==> src/logic/bri_pkg.sv <==
package bri_pkg;
	// Fragment size selection codes
	typedef enum logic [1:0] {
		BRI_SIZE_256,
		BRI_SIZE_384,
		BRI_SIZE_512
	} bri_size_t;
	// Index widths and fragment lengths
	localparam int BRI_IDX_W = 9;
	localparam logic [8:0] BRI_LEN_256 = 9'h100;
	localparam logic [8:0] BRI_LEN_512_LAST = 9'h1FF;
	localparam logic [8:0] BRI_PRUNE_LIMIT = 9'h180;
	localparam logic [8:0] BRI_ZERO = 9'h000;
	localparam logic [8:0] BRI_ONE = 9'h001;
	localparam logic [1:0] BRI_SIZE_BITS_8 = 2'h0;
endpackage

==> src/logic/bri_reverse.sv <==
module bri_reverse
	import bri_pkg::*;
#(
	parameter int W = 9
) (
	input wire logic [W-1:0] cnt,
	input wire logic short_mode,
	output logic [W-1:0] idx
);
	// Reversal needs at least two bits
	if (W < 2) begin : g_bad_w
		$error("bri_reverse: width too small");
	end
	logic [W-1:0] rev9;
	logic [W-2:0] rev8;
	// Mirror the counter bits: top bit of the counter lands in the index LSB
	genvar i;
	generate
		for (i = 0; i < W; i++) begin : g_rev9
			assign rev9[i] = cnt[W-1-i];
		end
		for (i = 0; i < W - 1; i++) begin : g_rev8
			assign rev8[i] = cnt[W-2-i];
		end
	endgenerate
	// Short mode reverses only the low eight counter bits
	assign idx = short_mode ? {1'b0, rev8} : rev9;
endmodule

==> src/logic/bri_interleaver.sv <==
module bri_interleaver
	import bri_pkg::*;
#(
	parameter int SYM_W = 1
) (
	input wire logic clk_sys,
	input wire logic srst,
	input wire logic [1:0] frag_size,
	input wire logic in_valid,
	input wire logic [SYM_W-1:0] in_sym,
	output logic in_ready,
	output logic out_valid,
	output logic [SYM_W-1:0] out_sym,
	output logic out_last,
	input wire logic out_ready
);
	////////////////////////////////////////////////////////////////////////
	// Elaboration checks

	// A zero-width symbol leaves nothing to store or emit
	if (SYM_W < 1) begin : g_bad_sym_w
		$error("bri_interleaver: SYM_W must be at least 1");
	end

	////////////////////////////////////////////////////////////////////////
	// Types and storage

	// Two phases: collect a whole fragment, then play it out permuted
	typedef enum logic [1:0] {BRI_FILL, BRI_DRAIN} bri_state_t;

	// Phase, and the size held for the whole fragment
	bri_state_t state_q, state_d;
	bri_size_t size_q;
	// Write position, read sweep counter and output position
	logic [BRI_IDX_W-1:0] wr_cnt_q;
	logic [BRI_IDX_W-1:0] rd_cnt_q;
	logic [BRI_IDX_W-1:0] out_pos_q;
	// One fragment of symbols, deep enough for the largest size
	logic [SYM_W-1:0] mem_q [0:(1<<BRI_IDX_W)-1];
	// Registered handshake and output slot
	logic in_ready_q;
	logic out_valid_q;
	logic out_last_q;
	logic [SYM_W-1:0] out_sym_q;

	////////////////////////////////////////////////////////////////////////
	// Size decode

	// Current fragment size, one flag each for the 256 and 384 sweeps
	wire logic is_256 = (size_q == BRI_SIZE_256);
	wire logic is_384 = (size_q == BRI_SIZE_384);
	// Only the three defined codes may replace the held size
	wire logic sel_ok = (frag_size == BRI_SIZE_256) || (frag_size == BRI_SIZE_384) || (frag_size == BRI_SIZE_512);

	// Last symbol index of a fragment, also its last output position
	logic [BRI_IDX_W-1:0] wr_last;
	// Last sweep value: 8-bit sweep for 256, full 9-bit sweep otherwise
	logic [BRI_IDX_W-1:0] rd_last;
	assign wr_last = is_256 ? (BRI_LEN_256 - BRI_ONE) : is_384 ? (BRI_PRUNE_LIMIT - BRI_ONE) : BRI_LEN_512_LAST;
	assign rd_last = is_256 ? (BRI_LEN_256 - BRI_ONE) : BRI_LEN_512_LAST;

	////////////////////////////////////////////////////////////////////////
	// Write side

	// A symbol is taken on each edge where both sides agree
	wire logic wr_fire = in_ready_q && in_valid;

	// The write into the final slot closes the fill phase
	wire logic wr_done = wr_fire && (wr_cnt_q == wr_last);

	// The size may change only while idle, before a fragment's first symbol,
	// so a late change cannot split one fragment across two shapes
	wire logic size_load = (state_q == BRI_FILL) && (wr_cnt_q == BRI_ZERO) && !wr_fire && sel_ok;

	////////////////////////////////////////////////////////////////////////
	// Read side

	// Read index: the sweep counter mirrored bit for bit
	logic [BRI_IDX_W-1:0] rd_idx;

	bri_reverse #(.W(BRI_IDX_W)) u_rev (
		.cnt(rd_cnt_q),
		.short_mode(is_256),
		.idx(rd_idx)
	);

	// Indices at or above the fragment length are skipped in 384 mode;
	// each skipped index costs one cycle that loads no symbol into the slot
	wire logic pruned = is_384 && (rd_idx >= BRI_PRUNE_LIMIT);

	// The output slot can take a new symbol when empty or being emptied
	wire logic slot_free = !out_valid_q || out_ready;

	// A kept index fills the slot; a pruned one fills nothing
	wire logic rd_take = (state_q == BRI_DRAIN) && slot_free && !pruned;

	// Pruned steps never wait for the slot, so a stall cannot hold them up
	wire logic rd_step = (state_q == BRI_DRAIN) && (slot_free || pruned);

	// The final counter value ends the sweep, kept or pruned
	wire logic rd_end = rd_step && (rd_cnt_q == rd_last);

	// The output position moves only on kept indices and marks the last one
	wire logic out_end = rd_take && (out_pos_q == wr_last);

	// Slot occupancy after this edge
	wire logic out_valid_d = slot_free ? rd_take : out_valid_q;

	// Room for the next fragment only once the slot no longer holds this one,
	// so nothing new is accepted before every output has gone
	wire logic in_ready_d = (state_d == BRI_FILL) && !wr_done && !out_valid_d;

	////////////////////////////////////////////////////////////////////////
	// Phase control

	// Fill until the whole fragment is held, then drain
	always_comb begin
		state_d = state_q;
		unique case (state_q)
			BRI_FILL: if (wr_done) state_d = BRI_DRAIN;
			BRI_DRAIN: if (rd_end) state_d = BRI_FILL;
			default: state_d = BRI_FILL;
		endcase
	end

	// Phase register
	always_ff @(posedge clk_sys) begin
		if (srst) begin
			state_q <= BRI_FILL;
		end else begin
			state_q <= state_d;
		end
	end

	// Size held for the whole fragment; an undefined code keeps the last one
	always_ff @(posedge clk_sys) begin
		if (srst) begin
			size_q <= BRI_SIZE_256;
		end else if (size_load) begin
			size_q <= bri_size_t'(frag_size);
		end
	end

	////////////////////////////////////////////////////////////////////////
	// Counters

	// Write position wraps to zero once the fragment is complete
	always_ff @(posedge clk_sys) begin
		if (srst) begin
			wr_cnt_q <= BRI_ZERO;
		end else if (wr_fire) begin
			wr_cnt_q <= wr_done ? BRI_ZERO : wr_cnt_q + BRI_ONE;
		end
	end

	// Sweep counter starts at zero, so the first read is symbol zero
	always_ff @(posedge clk_sys) begin
		if (srst) begin
			rd_cnt_q <= BRI_ZERO;
		end else if (rd_step) begin
			rd_cnt_q <= rd_end ? BRI_ZERO : rd_cnt_q + BRI_ONE;
		end
	end

	// Output position counts kept symbols only
	always_ff @(posedge clk_sys) begin
		if (srst) begin
			out_pos_q <= BRI_ZERO;
		end else if (rd_take) begin
			out_pos_q <= out_end ? BRI_ZERO : out_pos_q + BRI_ONE;
		end
	end

	////////////////////////////////////////////////////////////////////////
	// Handshake and storage

	// Input handshake, registered so the port comes from a flip-flop
	always_ff @(posedge clk_sys) begin
		if (srst) begin
			in_ready_q <= 1'b0;
		end else begin
			in_ready_q <= in_ready_d;
		end
	end

	// Input symbols stored at their arrival index
	always_ff @(posedge clk_sys) begin
		if (wr_fire) begin
			mem_q[wr_cnt_q] <= in_sym;
		end
	end

	////////////////////////////////////////////////////////////////////////
	// Output slot

	// Slot flags load on a free slot and hold while downstream stalls
	always_ff @(posedge clk_sys) begin
		if (srst) begin
			out_valid_q <= 1'b0;
			out_last_q <= 1'b0;
		end else if (slot_free) begin
			out_valid_q <= rd_take;
			out_last_q <= out_end;
		end
	end

	// Slot data is the stored symbol at the reversed index
	always_ff @(posedge clk_sys) begin
		if (srst) begin
			out_sym_q <= '0;
		end else if (rd_take) begin
			out_sym_q <= mem_q[rd_idx];
		end
	end

	////////////////////////////////////////////////////////////////////////
	// Outputs

	// Every port is a register output
	assign in_ready = in_ready_q;
	assign out_valid = out_valid_q;
	assign out_sym = out_sym_q;
	assign out_last = out_last_q;
endmodule

==> config.mk <==
export PLATFORM = sky130hd
export DESIGN_NAME = bri_interleaver
export DESIGN_NICKNAME = d
export VERILOG_FILES = /design/src/logic/bri_pkg.sv /design/src/logic/bri_reverse.sv /design/src/logic/bri_interleaver.sv
export SDC_FILE = /design/constraint.sdc
export NUM_CORES = 1
export LEC_CHECK = 0
export ABC_AREA = 1
export BUFFER_PORTS_ARGS = -buffer_cell sky130_fd_sc_hd__buf_4
export CORE_ASPECT_RATIO = 1.4
export CORE_MARGIN = 3
export CORE_UTILIZATION = 50
export CTS_CLUSTER_SIZE = 14
export DETAILED_ROUTE_END_ITERATION = 12
export PLACE_DENSITY = 0.65
export SYNTH_ARGS = -nofsm -noshare
export SYNTH_HDL_FRONTEND = slang
export SYNTH_SLANG_ARGS = --single-unit
==> constraint.sdc <==
create_clock -name clk_sys -period 1.85 [get_ports clk_sys]
set_clock_uncertainty 0.05 [all_clocks]
set_input_delay 0.0925 -clock clk_sys [delete_from_list [all_inputs] [get_ports clk_sys]]
set_output_delay 0.0925 -clock clk_sys [all_outputs]
set_load 0.02 [all_outputs]
# Yosys cells after proc, flatten, opt, wreduce, memory -nomap -nowiden

Memory sizes are Yosys's and may differ from the RTL's. A register that Yosys moved wholly into a read port is not among the register bits.
Index checks and enable logic that the tools add are counted.
Widths: inputs -> output; s select.

Word-level logic and storage cells: 60
Input bits: 7
Output and inout bits: 4
Memories: 1
Register bits: 34
Bits in writable memories: 512

Memories:

| memory | depth | bits a word | read ports | clocked after Yosys merged registers in | write ports | RTL line              | source |
|---|---|---|---|---|---|---|---|
| mem_q  | 512   | 1           | 1          | 1                                       | 1           | bri_interleaver.sv:39 | `logic [SYM_W-1:0] mem_q [0:(1<<BRI_IDX_W)-1];` |

Multiplexer cells: 13
Eq/ne operators: 7
Order comparisons: 1
Add/sub/neg operators: 3
Reduce and logical (&&, ||, !) cells: 27

Operators by type and width:

| cell                | count |
|---|---|
| $mux 9              | 6 |
| $add 9x1->9 const B | 3 |
| $eq 9x9->1          | 3 |
| $logic_and 1x1->1   | 13 |
| $ge 9x9->1 const B  | 1 |
| $logic_not 9->1     | 1 |
| $logic_not 2->1     | 4 |
| $mux 8              | 1 |
| $eq 2x1->1 const B  | 3 |
| $logic_not 1->1     | 5 |
| $logic_or 1x1->1    | 4 |
| $mux 2              | 2 |
| $pmux 2 s2          | 1 |
| $mux 1              | 3 |
| $eq 2x2->1 const B  | 1 |

# Logic depth before layout (Yosys ltp)

Gate-level depths: netlist of the first run.

Depth after elaboration: 12
Mapped depth: 17
Mapped depth without buffers: 15

# By module

A second synthesis of the first run with hierarchy kept.

Cell total of the unflattened synthesis: 2558
Area, all modules: 24878.9 um2

Modules (own cells, without submodules):

| module          | sequential area each (um2) | area an instance (um2) | cells an instance | times used |
|---|---|---|---|---|
| bri_interleaver | 16075.4                    | 24766.3                | 2530              | 1 |
| bri_reverse     | 0.0                        | 112.6                  | 28                | 1 |

# Least setup slack after synthesis of the first run

Ideal clock, no wire load.

Path type: register to register
From: register size_q[1]
To: register out_sym_q, in the netlist out_sym, read port of mem_q
Path slack: -0.186 ns
Clock period less this slack: 2.036 ns
Library setup time: 0.122 ns
Cell stages (with the launch flop): 16
Data required time: 1.678 ns
Data arrival time: 1.864 ns
Buffers on the path: 3
Cell sequence: dfxtp_1 > o21ai_1 > buf_2 > buf_2 > buf_2 > nand3b_1 > nand3_1 > nand3_1 > nand3_1 > nand3_1 > nand3_1 > nand3_1 > nand3_1 > nand3_1 > nand2_1 > a21oi_1

Cells in the longest elaborated chain, start to end: 6
Elaborated cells on any way between the ends: 7
Those cells by class: order compare (1); eq/ne (1); mux (1); reduce/logical (4)

RTL lines:

| item                   | RTL line               | source |
|---|---|---|
| from (decl)            | bri_interleaver.sv:33  | `bri_size_t size_q;` |
| from (signal assigned) | bri_interleaver.sv:140 | `size_q <= bri_size_t'(frag_size);` |
| $logic_not 2->1        | bri_interleaver.sv:50  | `wire logic is_256 = (size_q == BRI_SIZE_256);` |
| $mux 9                 | bri_reverse.sv:27      | `assign idx = short_mode ? {1'b0, rev8} : rev9;` |
| $ge 9x9->1             | bri_interleaver.sv:89  | `wire logic pruned = is_384 && (rd_idx >= BRI_PRUNE_LIMIT);` |
| $logic_and 1x1->1      | bri_interleaver.sv:89  |  |
| $logic_not 1->1        | bri_interleaver.sv:95  | `wire logic rd_take = (state_q == BRI_DRAIN) && slot_free && !pruned;` |
| $logic_and 1x1->1      | bri_interleaver.sv:95  |  |
| to (decl)              | bri_interleaver.sv:44  | `logic [SYM_W-1:0] out_sym_q;` |

Several ways; a longest one is shown, not always the timed one.
A chain may end at the register's enable or synchronous reset.

# Final worst setup path of the first run

From: register size_q[0]
To: register out_sym_q, in the netlist out_sym, read port of mem_q

The elaborated chain is that of the path after synthesis.

==> impl_metrics.toml, run 1 <==
[run_status]
outcome = "complete, but fails checks"
violations = "setup timing"

[setup_path]
required_ns = 2.27
slowest_stage = "dfxtp_4"
max_stage_delay_ns = 0.36
crit_path_end_kind = "flip-flop"
path_common_cell = "nand3_2"
arrival_ns = 2.85
critical_path.top_delay_family = "simple AND/OR/NAND/NOR gates"
worstPathMaxFanout = 7
cp.depth = 19
cp_num_buf_inv = 5
ff2ff_path_depth = 19
path_class = "flip-flop to flip-flop"
start_kind = "flip-flop"
worstPathCellList = "buf_6 > o21ai_4 > buf_12 > nand2_8 > buf_8 > buf_12 > buf_12 > nand2_2 > nand2_2 > nand2_2 > nand3_2 > nand3_2 > nand3_4 > nand3_4 > nand3_2 > nand3_2 > nand3_2 > nand2_2 > a21oi_2"

[sta]
maxSlewHeadroom_pct = 51.9
worst_pin_slew_ns = 0.720
rsz0062_at_grt = "yes"
post-route-min-period_ns = 2.43
drv_slew = 0
fin_ws_ns = -0.579
max_freq_ghz = 0.412
tns_ns = -2.36
finalHoldViolCount = 0
setup_viol_count_final = 18
period_share_pct = 131

[clock_network]
clockRootBuffer = "clkbuf_16"
path_clk_slew_ns = 0.07
h-tree-depth = 2
clk_path_buf_depth = 3
worstSkewPairLatency_ns = 0.60
cts_inserted_buffers = 51
cts_tree = "built"
cts_sinks = 547

[worst_hold_path]
whs_path_depth = 5
hold_class = "input pin to flip-flop"

[placed_design]
place_hpwl_mm = 45.6
dp_slack_ns = -0.716
dp_cells = 3476
gp_congestion = 0.904
portBuffers = 10

[routing]
drt_iter0_markers = 2396
num_vias = 20900
post_drt_wl_per_cell_um = 21.7
vias_per_cell = 5.79
wl_mm = 78.5
dr.pass1.iters = 6
ant_nets = 0
drc = 0

[layout]
fin_cells = 3612
fill_cells = 4074
final_util_pct = 61.9
diodes = 0
area_delta_synth_final_pct = 22.0
nets = 2934
drive_gt1_share_pct = 17.5

[floorplan]
rows = 98
core_area_um2 = 51100
dieArea_um2 = 54700
die_h_um = 275
die_x_um = 198
start_util_pct = 50.7
ioPinCount = 11

[global_route]
grt_pass1_vias = 20300
grtUsageTotal_pct = 28.1
grt_pass1_wl_mm = 117
antenna_found_initial = 0
grt_overflow = 0
grt_start_max_net_pins = 109

[synth]
synth_nets = 2797
netlist_top_cells_area = "edfxtp_1, nand3_1, nand2_1"
ys_ff_latch = 547
yosysSeqAreaShare_pct = 62.0
syn_area_per_cell_um2 = 9.31
ys_types = 39
synthCells = 2784
netlist_area_um2 = 25900
yosysTopAreaCellShare_pct = 59.3
yosys_warnings = 0
synth_largest_area_cell = "edfxtp_1"

[job]
cap_viol_max_count = 0

[power]
power_density_nw_per_um2 = 820
p_leak_nw = 11.4
peakVddDrop_uv = 743
[registers in the layout, summed over array words and instances (netlist names)]
name and cells:
out_pos_q 9, in_ready 1, out_last 1, out_valid 1, out_sym 1, rd_cnt_q 9, wr_cnt_q 9, size_q 2
mem_q 512, state_q 2
[routing by layer]
metal  track usage, %  wire (um)  up-vias
met1             35.2      28800    10100
met5                0          0        -
met3             3.86       6420      252
met4             12.6       4360        0
met2             48.7      38900      969
li1                 -          -     9585
[cells by family (layout without fill, tap and decap cells)]
kind of cell	Yosys count	in the layout	share of synthesized area (%)
buffers and inverters	403	581	6.41
AOI/OAI and AO/OA	107	107	2.69
and+or+nand+nor	1711	1711	28.3
xor gates and xnor gates	9	9	0.304
adders and majority gates	6	6	0.289
other	1	1	0.0145
DFF	547	547	62.0
[tightest hold or removal path, delay by kind of cell]
family	cells	cell delay, ns
buffers and inverters	2	0.29
AO/OA/AOI/OAI	1	0.06
AND/OR/NAND/NOR	2	0.19
[synthesized netlist by cell type (all sizes together)]
| library cell | instances |
|---|---|
| nand2 | 591 |
| nor2 | 560 |
| edfxtp | 512 |
| nand3 | 472 |
| inv | 190 |
| buf | 130 |
| clkbuf | 82 |
| nand3b | 63 |
| o211ai | 50 |
| dfxtp | 35 |
| o21ai | 25 |
| a21oi | 23 |
| nor3 | 10 |
| xor2 | 8 |
| ha | 6 |
| a211oi | 5 |
| nor3b | 5 |
| nor4 | 5 |
| o31ai | 2 |
| or2 | 2 |
| a2111oi | 1 |
| and3b | 1 |
| clkinv | 1 |
| conb | 1 |
| nand4 | 1 |
| nor4b | 1 |
| o32ai | 1 |
| xnor2 | 1 |
[cell usage in the layout, fill, tap and decap left out, types with 3 or more instances in the layout]
cell	n
nand2_1	557
nor2_1	547
edfxtp_1	512
nand3_1	402
inv_1	181
buf_4	178
buf_12	74
nand3b_1	63
nand3_2	62
clkbuf_16	60
o211ai_1	50
nand2_2	29
dfxtp_1	28
buf_6	20
a21oi_1	17
clkinv_1	15
o21ai_0	12
clkbuf_1	12
clkinv_2	11
inv_2	8
nand3_4	8
xor2_1	8
nor2_2	7
buf_16	7
nor3_1	6
nor2_4	6
o21ai_4	6
a21oi_2	6
ha_1	6
o21ai_1	5
nor3b_1	5
dlygate4sd3_1	5
dfxtp_2	5
a211oi_1	4
nor3_2	3
nand2_4	3
[stage by stage]
stage	instance area [um^2]	power, mW	hold slack, ns
final	31600	25.9	0.0517
after global routing	31600	26.6	0.0780
after CTS	31000	25.8	0.0362
after detailed placement	28800	15.9	0.357
after global placement	28800	15.9	0.363
after floorplan	26200	14.9	0.141
[where the power goes]
part           internal, mW  total, mW  switching [mW]
Clock                  5.29       9.85            4.56
Sequential             13.5       13.5          0.0126
Combinational         0.932       2.56            1.63
Total                  19.7       25.9            6.20
[cell type report]
cell class	instances	area, um^2	area share, %
Inverter	191	723	2.29
Sequential cell	547	16100	50.8
Clock buffer	64	1350	4.25
Clock inverter	30	175	0.554
Tap cell	650	813	2.57
Multi-Input combinational cell	1834	8920	28.2
Timing Repair Buffer	296	3580	11.3
[path summary, 6_finish.rpt]
| kind | from | endpoint | slack (ns) |
|---|---|---|---|
| max | size_q[0] | out_sym | -0.58 |
| min | in_valid | wr_cnt_q[0] | 0.05 |
| max reg2reg | size_q[0] | out_sym | -0.58 |
| min reg2reg | out_pos_q[7] | out_pos_q[7] | 0.41 |
[repair_timing]
action | 4_1_cts | 5_1_grt
cloned | 6 | 8
setup buffers | 14 | 10
pin swaps | 35 | 42
hold buffers | 5 | 0
endpoints found under the setup margin | 22 | 206
gates resized for setup | 79 | 90
endpoints found under the hold margin | 54 | 0
Note: power is estimated with default switching activity, not from simulation.
==> inputs of run 2 (changes only) <==
Settings changed: CORE_UTILIZATION 50 to 40, PLACE_DENSITY 0.65 to 0.53.
==> impl_metrics.toml, run 2 (synthesized netlist as in run 1, its figures left out) <==
[placed_design]
place_hpwl_mm = 48.3
dp_slack_ns = -0.947
portBuffers = 10
gp_congestion = 0.839
dpl_cell_area_um2 = 29200

[floorplan]
die_h_um = 307
dieArea_um2 = 68000
rows = 109
ioPinCount = 11
start_util_pct = 40.7
die_x_um = 221
core_area_um2 = 63700

[sta]
post-route-min-period_ns = 2.49
hold_slack_ns = -0.00243
worst_pin_slew_ns = 0.604
max_freq_ghz = 0.402
period_share_pct = 135
rsz0062_at_grt = "yes"
maxSlewHeadroom_pct = 59.8
drv_slew = 0
setup_viol_count_final = 18
finalHoldViolCount = 1
fin_ws_ns = -0.639

[layout]
mostFrequentLayoutCells = "nand2_1, nor2_1, edfxtp_1"
area_delta_synth_final_pct = 26.1
regMostFlops = "mem_q"
mostFrequentLayoutCell = "nand2_1"
fin_area_um2 = 32700
largest_reg_flops = 512
nets = 2981
diodes = 0
drive_gt1_share_pct = 18.6

[setup_path]
worstPathCellList = "buf_6 > o21ai_4 > buf_12 > nand2_8 > buf_12 > buf_8 > buf_6 > o211ai_1 > nand3_1 > nand3_1 > nand3_1 > nand3_1 > nand3_2 > nand3_2 > nand3_2 > nand2_2 > a21oi_2"
critical_path.top_delay_family = "simple AND/OR/NAND/NOR gates"
ff2ff_path_depth = 17
start_kind = "flip-flop"
cp.depth = 17
required_ns = 2.30
worstPathMaxFanout = 7
cp_num_buf_inv = 5
path_common_cell = "nand3_1"
path_class = "flip-flop to flip-flop"
arrival_ns = 2.94
max_stage_delay_ns = 0.35
slowest_stage = "dfxtp_4"
crit_path_end_kind = "flip-flop"
rrSetupSlack_ns = -0.64

[routing]
dr.pass1.iters = 6
wl_mm = 84.8
num_vias = 21000
drt_iter0_markers = 1883
ant_nets = 0
drc = 0
post_drt_wl_per_cell_um = 22.1
vias_per_cell = 5.47

[power]
peakVddDrop_uv = 733
p_leak_nw = 11.9
p_total_mw = 27.4
power_density_nw_per_um2 = 838

[global_route]
grt_pass1_vias = 21000
grt_start_max_net_pins = 81
grtUsageTotal_pct = 24.6
antenna_found_initial = 0
grt_overflow = 0
grt_pass1_wl_mm = 128

[worst_hold_path]
hold_class = "input pin to flip-flop"
whs_path_depth = 4

[run_status]
violations = "hold timing, setup timing"
outcome = "complete, but fails checks"

[clock_network]
clk_path_buf_depth = 3
h-tree-depth = 2
cts_tree = "built"
cts_sinks = 547
path_clk_slew_ns = 0.06
worstSkewPairLatency_ns = 0.60
cts_inserted_buffers = 55
clockRootBuffer = "clkbuf_16"

[job]
cap_viol_max_count = 0
## run 2: final cells by class
class / count / area [um^2]
fillers: 5726 / 31000
flip-flops and latches: 547 / 16100
multi-input cells: 1835 / 8940
repair buffers: 338 / 4200
clock buffers: 72 / 1450
well taps: 832 / 1040
inverters: 191 / 726
clock inverters: 28 / 259
## run 2: worst register-to-register path, cell delays in order, from the launching register on
cell and delay (ns):
dfxtp_4 0.35, buf_6 0.12, o21ai_4 0.18, buf_12 0.17, nand2_8 0.11, buf_12 0.18, buf_8 0.14, buf_6 0.12
o211ai_1 0.19, nand3_1 0.11, nand3_1 0.09, nand3_1 0.06, nand3_1 0.10, nand3_2 0.11, nand3_2 0.10, nand3_2 0.08
nand2_2 0.08, a21oi_2 0.05
## run 2: timing repair
action	4_1_cts	5_1_grt
endpoints found under the setup margin	35	272
gates resized for setup	141	70
hold buffers	5	0
hold endpoints to repair	78	0
pin swaps	40	26
cloned	16	0
buffers inserted	42	11
## run 2: stage by stage
stage	cells	setup TNS (ns)	util, %	hold slack [ns]
2_1_floorplan	2784	-0.101	-	0.141
3_3_place_gp	3673	-6.57	45.9	0.380
3_5_place_dp	3673	-7.34	45.9	0.381
4_1_cts	3836	-4.89	50.9	0.0811
5_1_grt	3843	-6.02	51.4	0.0249
6_report	3843	-3.94	51.4	-0.00243
## run 2: worst paths after layout
path,from,to
worst min register to register,out_pos_q[7],out_pos_q[7]
worst min-delay path,in_valid,wr_cnt_q[0]
worst max-delay path,size_q[1],out_sym
worst max register to register,size_q[1],out_sym
## run 2: where the power goes
group	total (mW)	switching, mW	leakage (nW)	internal [mW]
registers	13.5	0.0102	4.89	13.5
clock network	11.0	4.77	0.829	6.18
logic	2.92	1.75	6.17	1.16
total	27.4	6.53	11.9	20.9
## run 2: per-layer routing
layer | wire (um) | track usage, % | share of wire, % | vias to the layer above
met5 | 0 | 0 | 0 | -
met4 | 3630 | 9.66 | 4.3 | 0
met3 | 4880 | 2.56 | 5.8 | 203
met2 | 41900 | 42.9 | 49 | 737
met1 | 34400 | 31.7 | 41 | 10400
li1 | - | - | - | 9659
==> inputs of run 3 (changes only) <==
Settings changed: CTS_BUF_LIST set to sky130_fd_sc_hd__clkbuf_16.
==> impl_metrics.toml, run 3 (synthesized netlist as in run 1, its figures left out) <==
[clock_network]
cts_inserted_buffers = 55
cts_sinks = 547
clk_path_buf_depth = 3
worstSkewPairLatency_ns = 0.60
h-tree-depth = 2
path_clk_slew_ns = 0.07
clockRootBuffer = "clkbuf_16"
cts_tree = "built"

[placed_design]
portBuffers = 10
dp_slack_ns = -0.947
dp_cells = 3673
place_hpwl_mm = 48.3
gp_congestion = 0.839

[worst_hold_path]
hold_class = "input pin to flip-flop"

[global_route]
antenna_found_initial = 0
grt_pass1_wl_mm = 128
grt_overflow = 0
grt_pass1_vias = 21000
grt_start_max_net_pins = 81
grtUsageTotal_pct = 24.6

[sta]
worst_pin_slew_ns = 0.603
finalHoldViolCount = 1
post-route-min-period_ns = 2.49
setup_viol_count_final = 19
drv_slew = 0
rsz0062_at_grt = "yes"
period_share_pct = 134
maxSlewHeadroom_pct = 59.8
max_freq_ghz = 0.402
fin_ws_ns = -0.637
tns_ns = -3.98
hold_slack_ns = -0.00597

[floorplan]
rows = 109
die_x_um = 221
core_area_um2 = 63700
start_util_pct = 40.7
die_h_um = 307
dieArea_um2 = 68000
ioPinCount = 11

[layout]
regMostFlops = "mem_q"
largest_reg_flops = 512
mostFrequentLayoutCell = "nand2_1"
drive_gt1_share_pct = 18.6
nets = 2981
diodes = 0
area_delta_synth_final_pct = 26.1
mostFrequentLayoutCells = "nand2_1, nor2_1, edfxtp_1"
fin_cells = 3843

[routing]
drc = 0
post_drt_wl_per_cell_um = 22.0
drt_iter0_markers = 1853
ant_nets = 0
vias_per_cell = 5.46
num_vias = 21000
dr.pass1.iters = 6
wl_mm = 84.7

[setup_path]
rrSetupSlack_ns = -0.64
critical_path.top_delay_family = "simple AND/OR/NAND/NOR gates"
arrival_ns = 2.94
path_common_cell = "nand3_1"
max_stage_delay_ns = 0.35
worstPathCellList = "buf_6 > o21ai_4 > buf_12 > nand2_8 > buf_12 > buf_8 > buf_6 > o211ai_1 > nand3_1 > nand3_1 > nand3_1 > nand3_1 > nand3_2 > nand3_2 > nand3_2 > nand2_2 > a21oi_2"
worstPathMaxFanout = 7
start_kind = "flip-flop"
required_ns = 2.30
path_class = "flip-flop to flip-flop"
crit_path_end_kind = "flip-flop"
slowest_stage = "dfxtp_4"
cp_num_buf_inv = 5

[run_status]
outcome = "complete, but fails checks"
violations = "hold timing, setup timing"

[power]
peakVddDrop_uv = 733
p_total_mw = 27.3
p_leak_nw = 11.9
power_density_nw_per_um2 = 835

[job]
cap_viol_max_count = 0
==> run 3: layer usage <==
layer | vias to the layer above | global-route usage [%] | part of all wire, %
met5 | - | 0 | 0
met4 | 0 | 9.66 | 4.3
met3 | 194 | 2.56 | 6.2
met2 | 781 | 42.9 | 49
met1 | 10300 | 31.8 | 40
li1 | 9665 | - | -
==> run 3: power breakdown <==
| part | leakage, nW | total, mW | switching (mW) | internal (mW) |
|---|---|---|---|---|
| combinational | 6.17 | 2.92 | 1.75 | 1.16 |
| sequential | 4.89 | 13.5 | 0.0102 | 13.5 |
| clock | 0.890 | 10.8 | 4.79 | 6.05 |
| total | 11.9 | 27.3 | 6.55 | 20.7 |
==> run 3: worst paths after layout <==
path           startpoint            to  cells past startpoint
max             size_q[1]       out_sym                     17
min              in_valid   wr_cnt_q[0]                      4
max reg2reg     size_q[1]       out_sym                     17
min reg2reg  out_pos_q[7]  out_pos_q[7]                      1
==> run 3: cell type report <==
type	instances	area (um^2)
fill	5728	31000
sequential	547	16100
multi-input combinational	1835	8940
timing repair buffer	338	4200
clock buffer	55	1380
tap	832	1040
inverter	191	726
clock inverter	45	323
==> run 3: tightest hold or removal path, delay by kind of cell <==
kind,cells,cell delay (ns)
compound gates,1,0.07
buf+inv,2,0.29
simple gates,1,0.15
==> run 3: stage by stage <==
| step | cell area [um^2] | util (%) |
|---|---|---|
| 2_1_floorplan | 26200 | - |
| 6_report | 32700 | 51.3 |
| 3_3_place_gp | 29200 | 45.9 |
| 5_1_grt | 32700 | 51.3 |
| 4_1_cts | 32400 | 50.9 |
| 3_5_place_dp | 29200 | 45.9 |
==> run 3: repair_timing <==
item,4_1_cts,5_1_grt
endpoints found under the hold margin,78,0
pin swaps,40,26
hold buffers,5,0
endpoints found under the setup margin,35,274
gates cloned,16,0
resized for setup,141,70
setup buffers,42,11
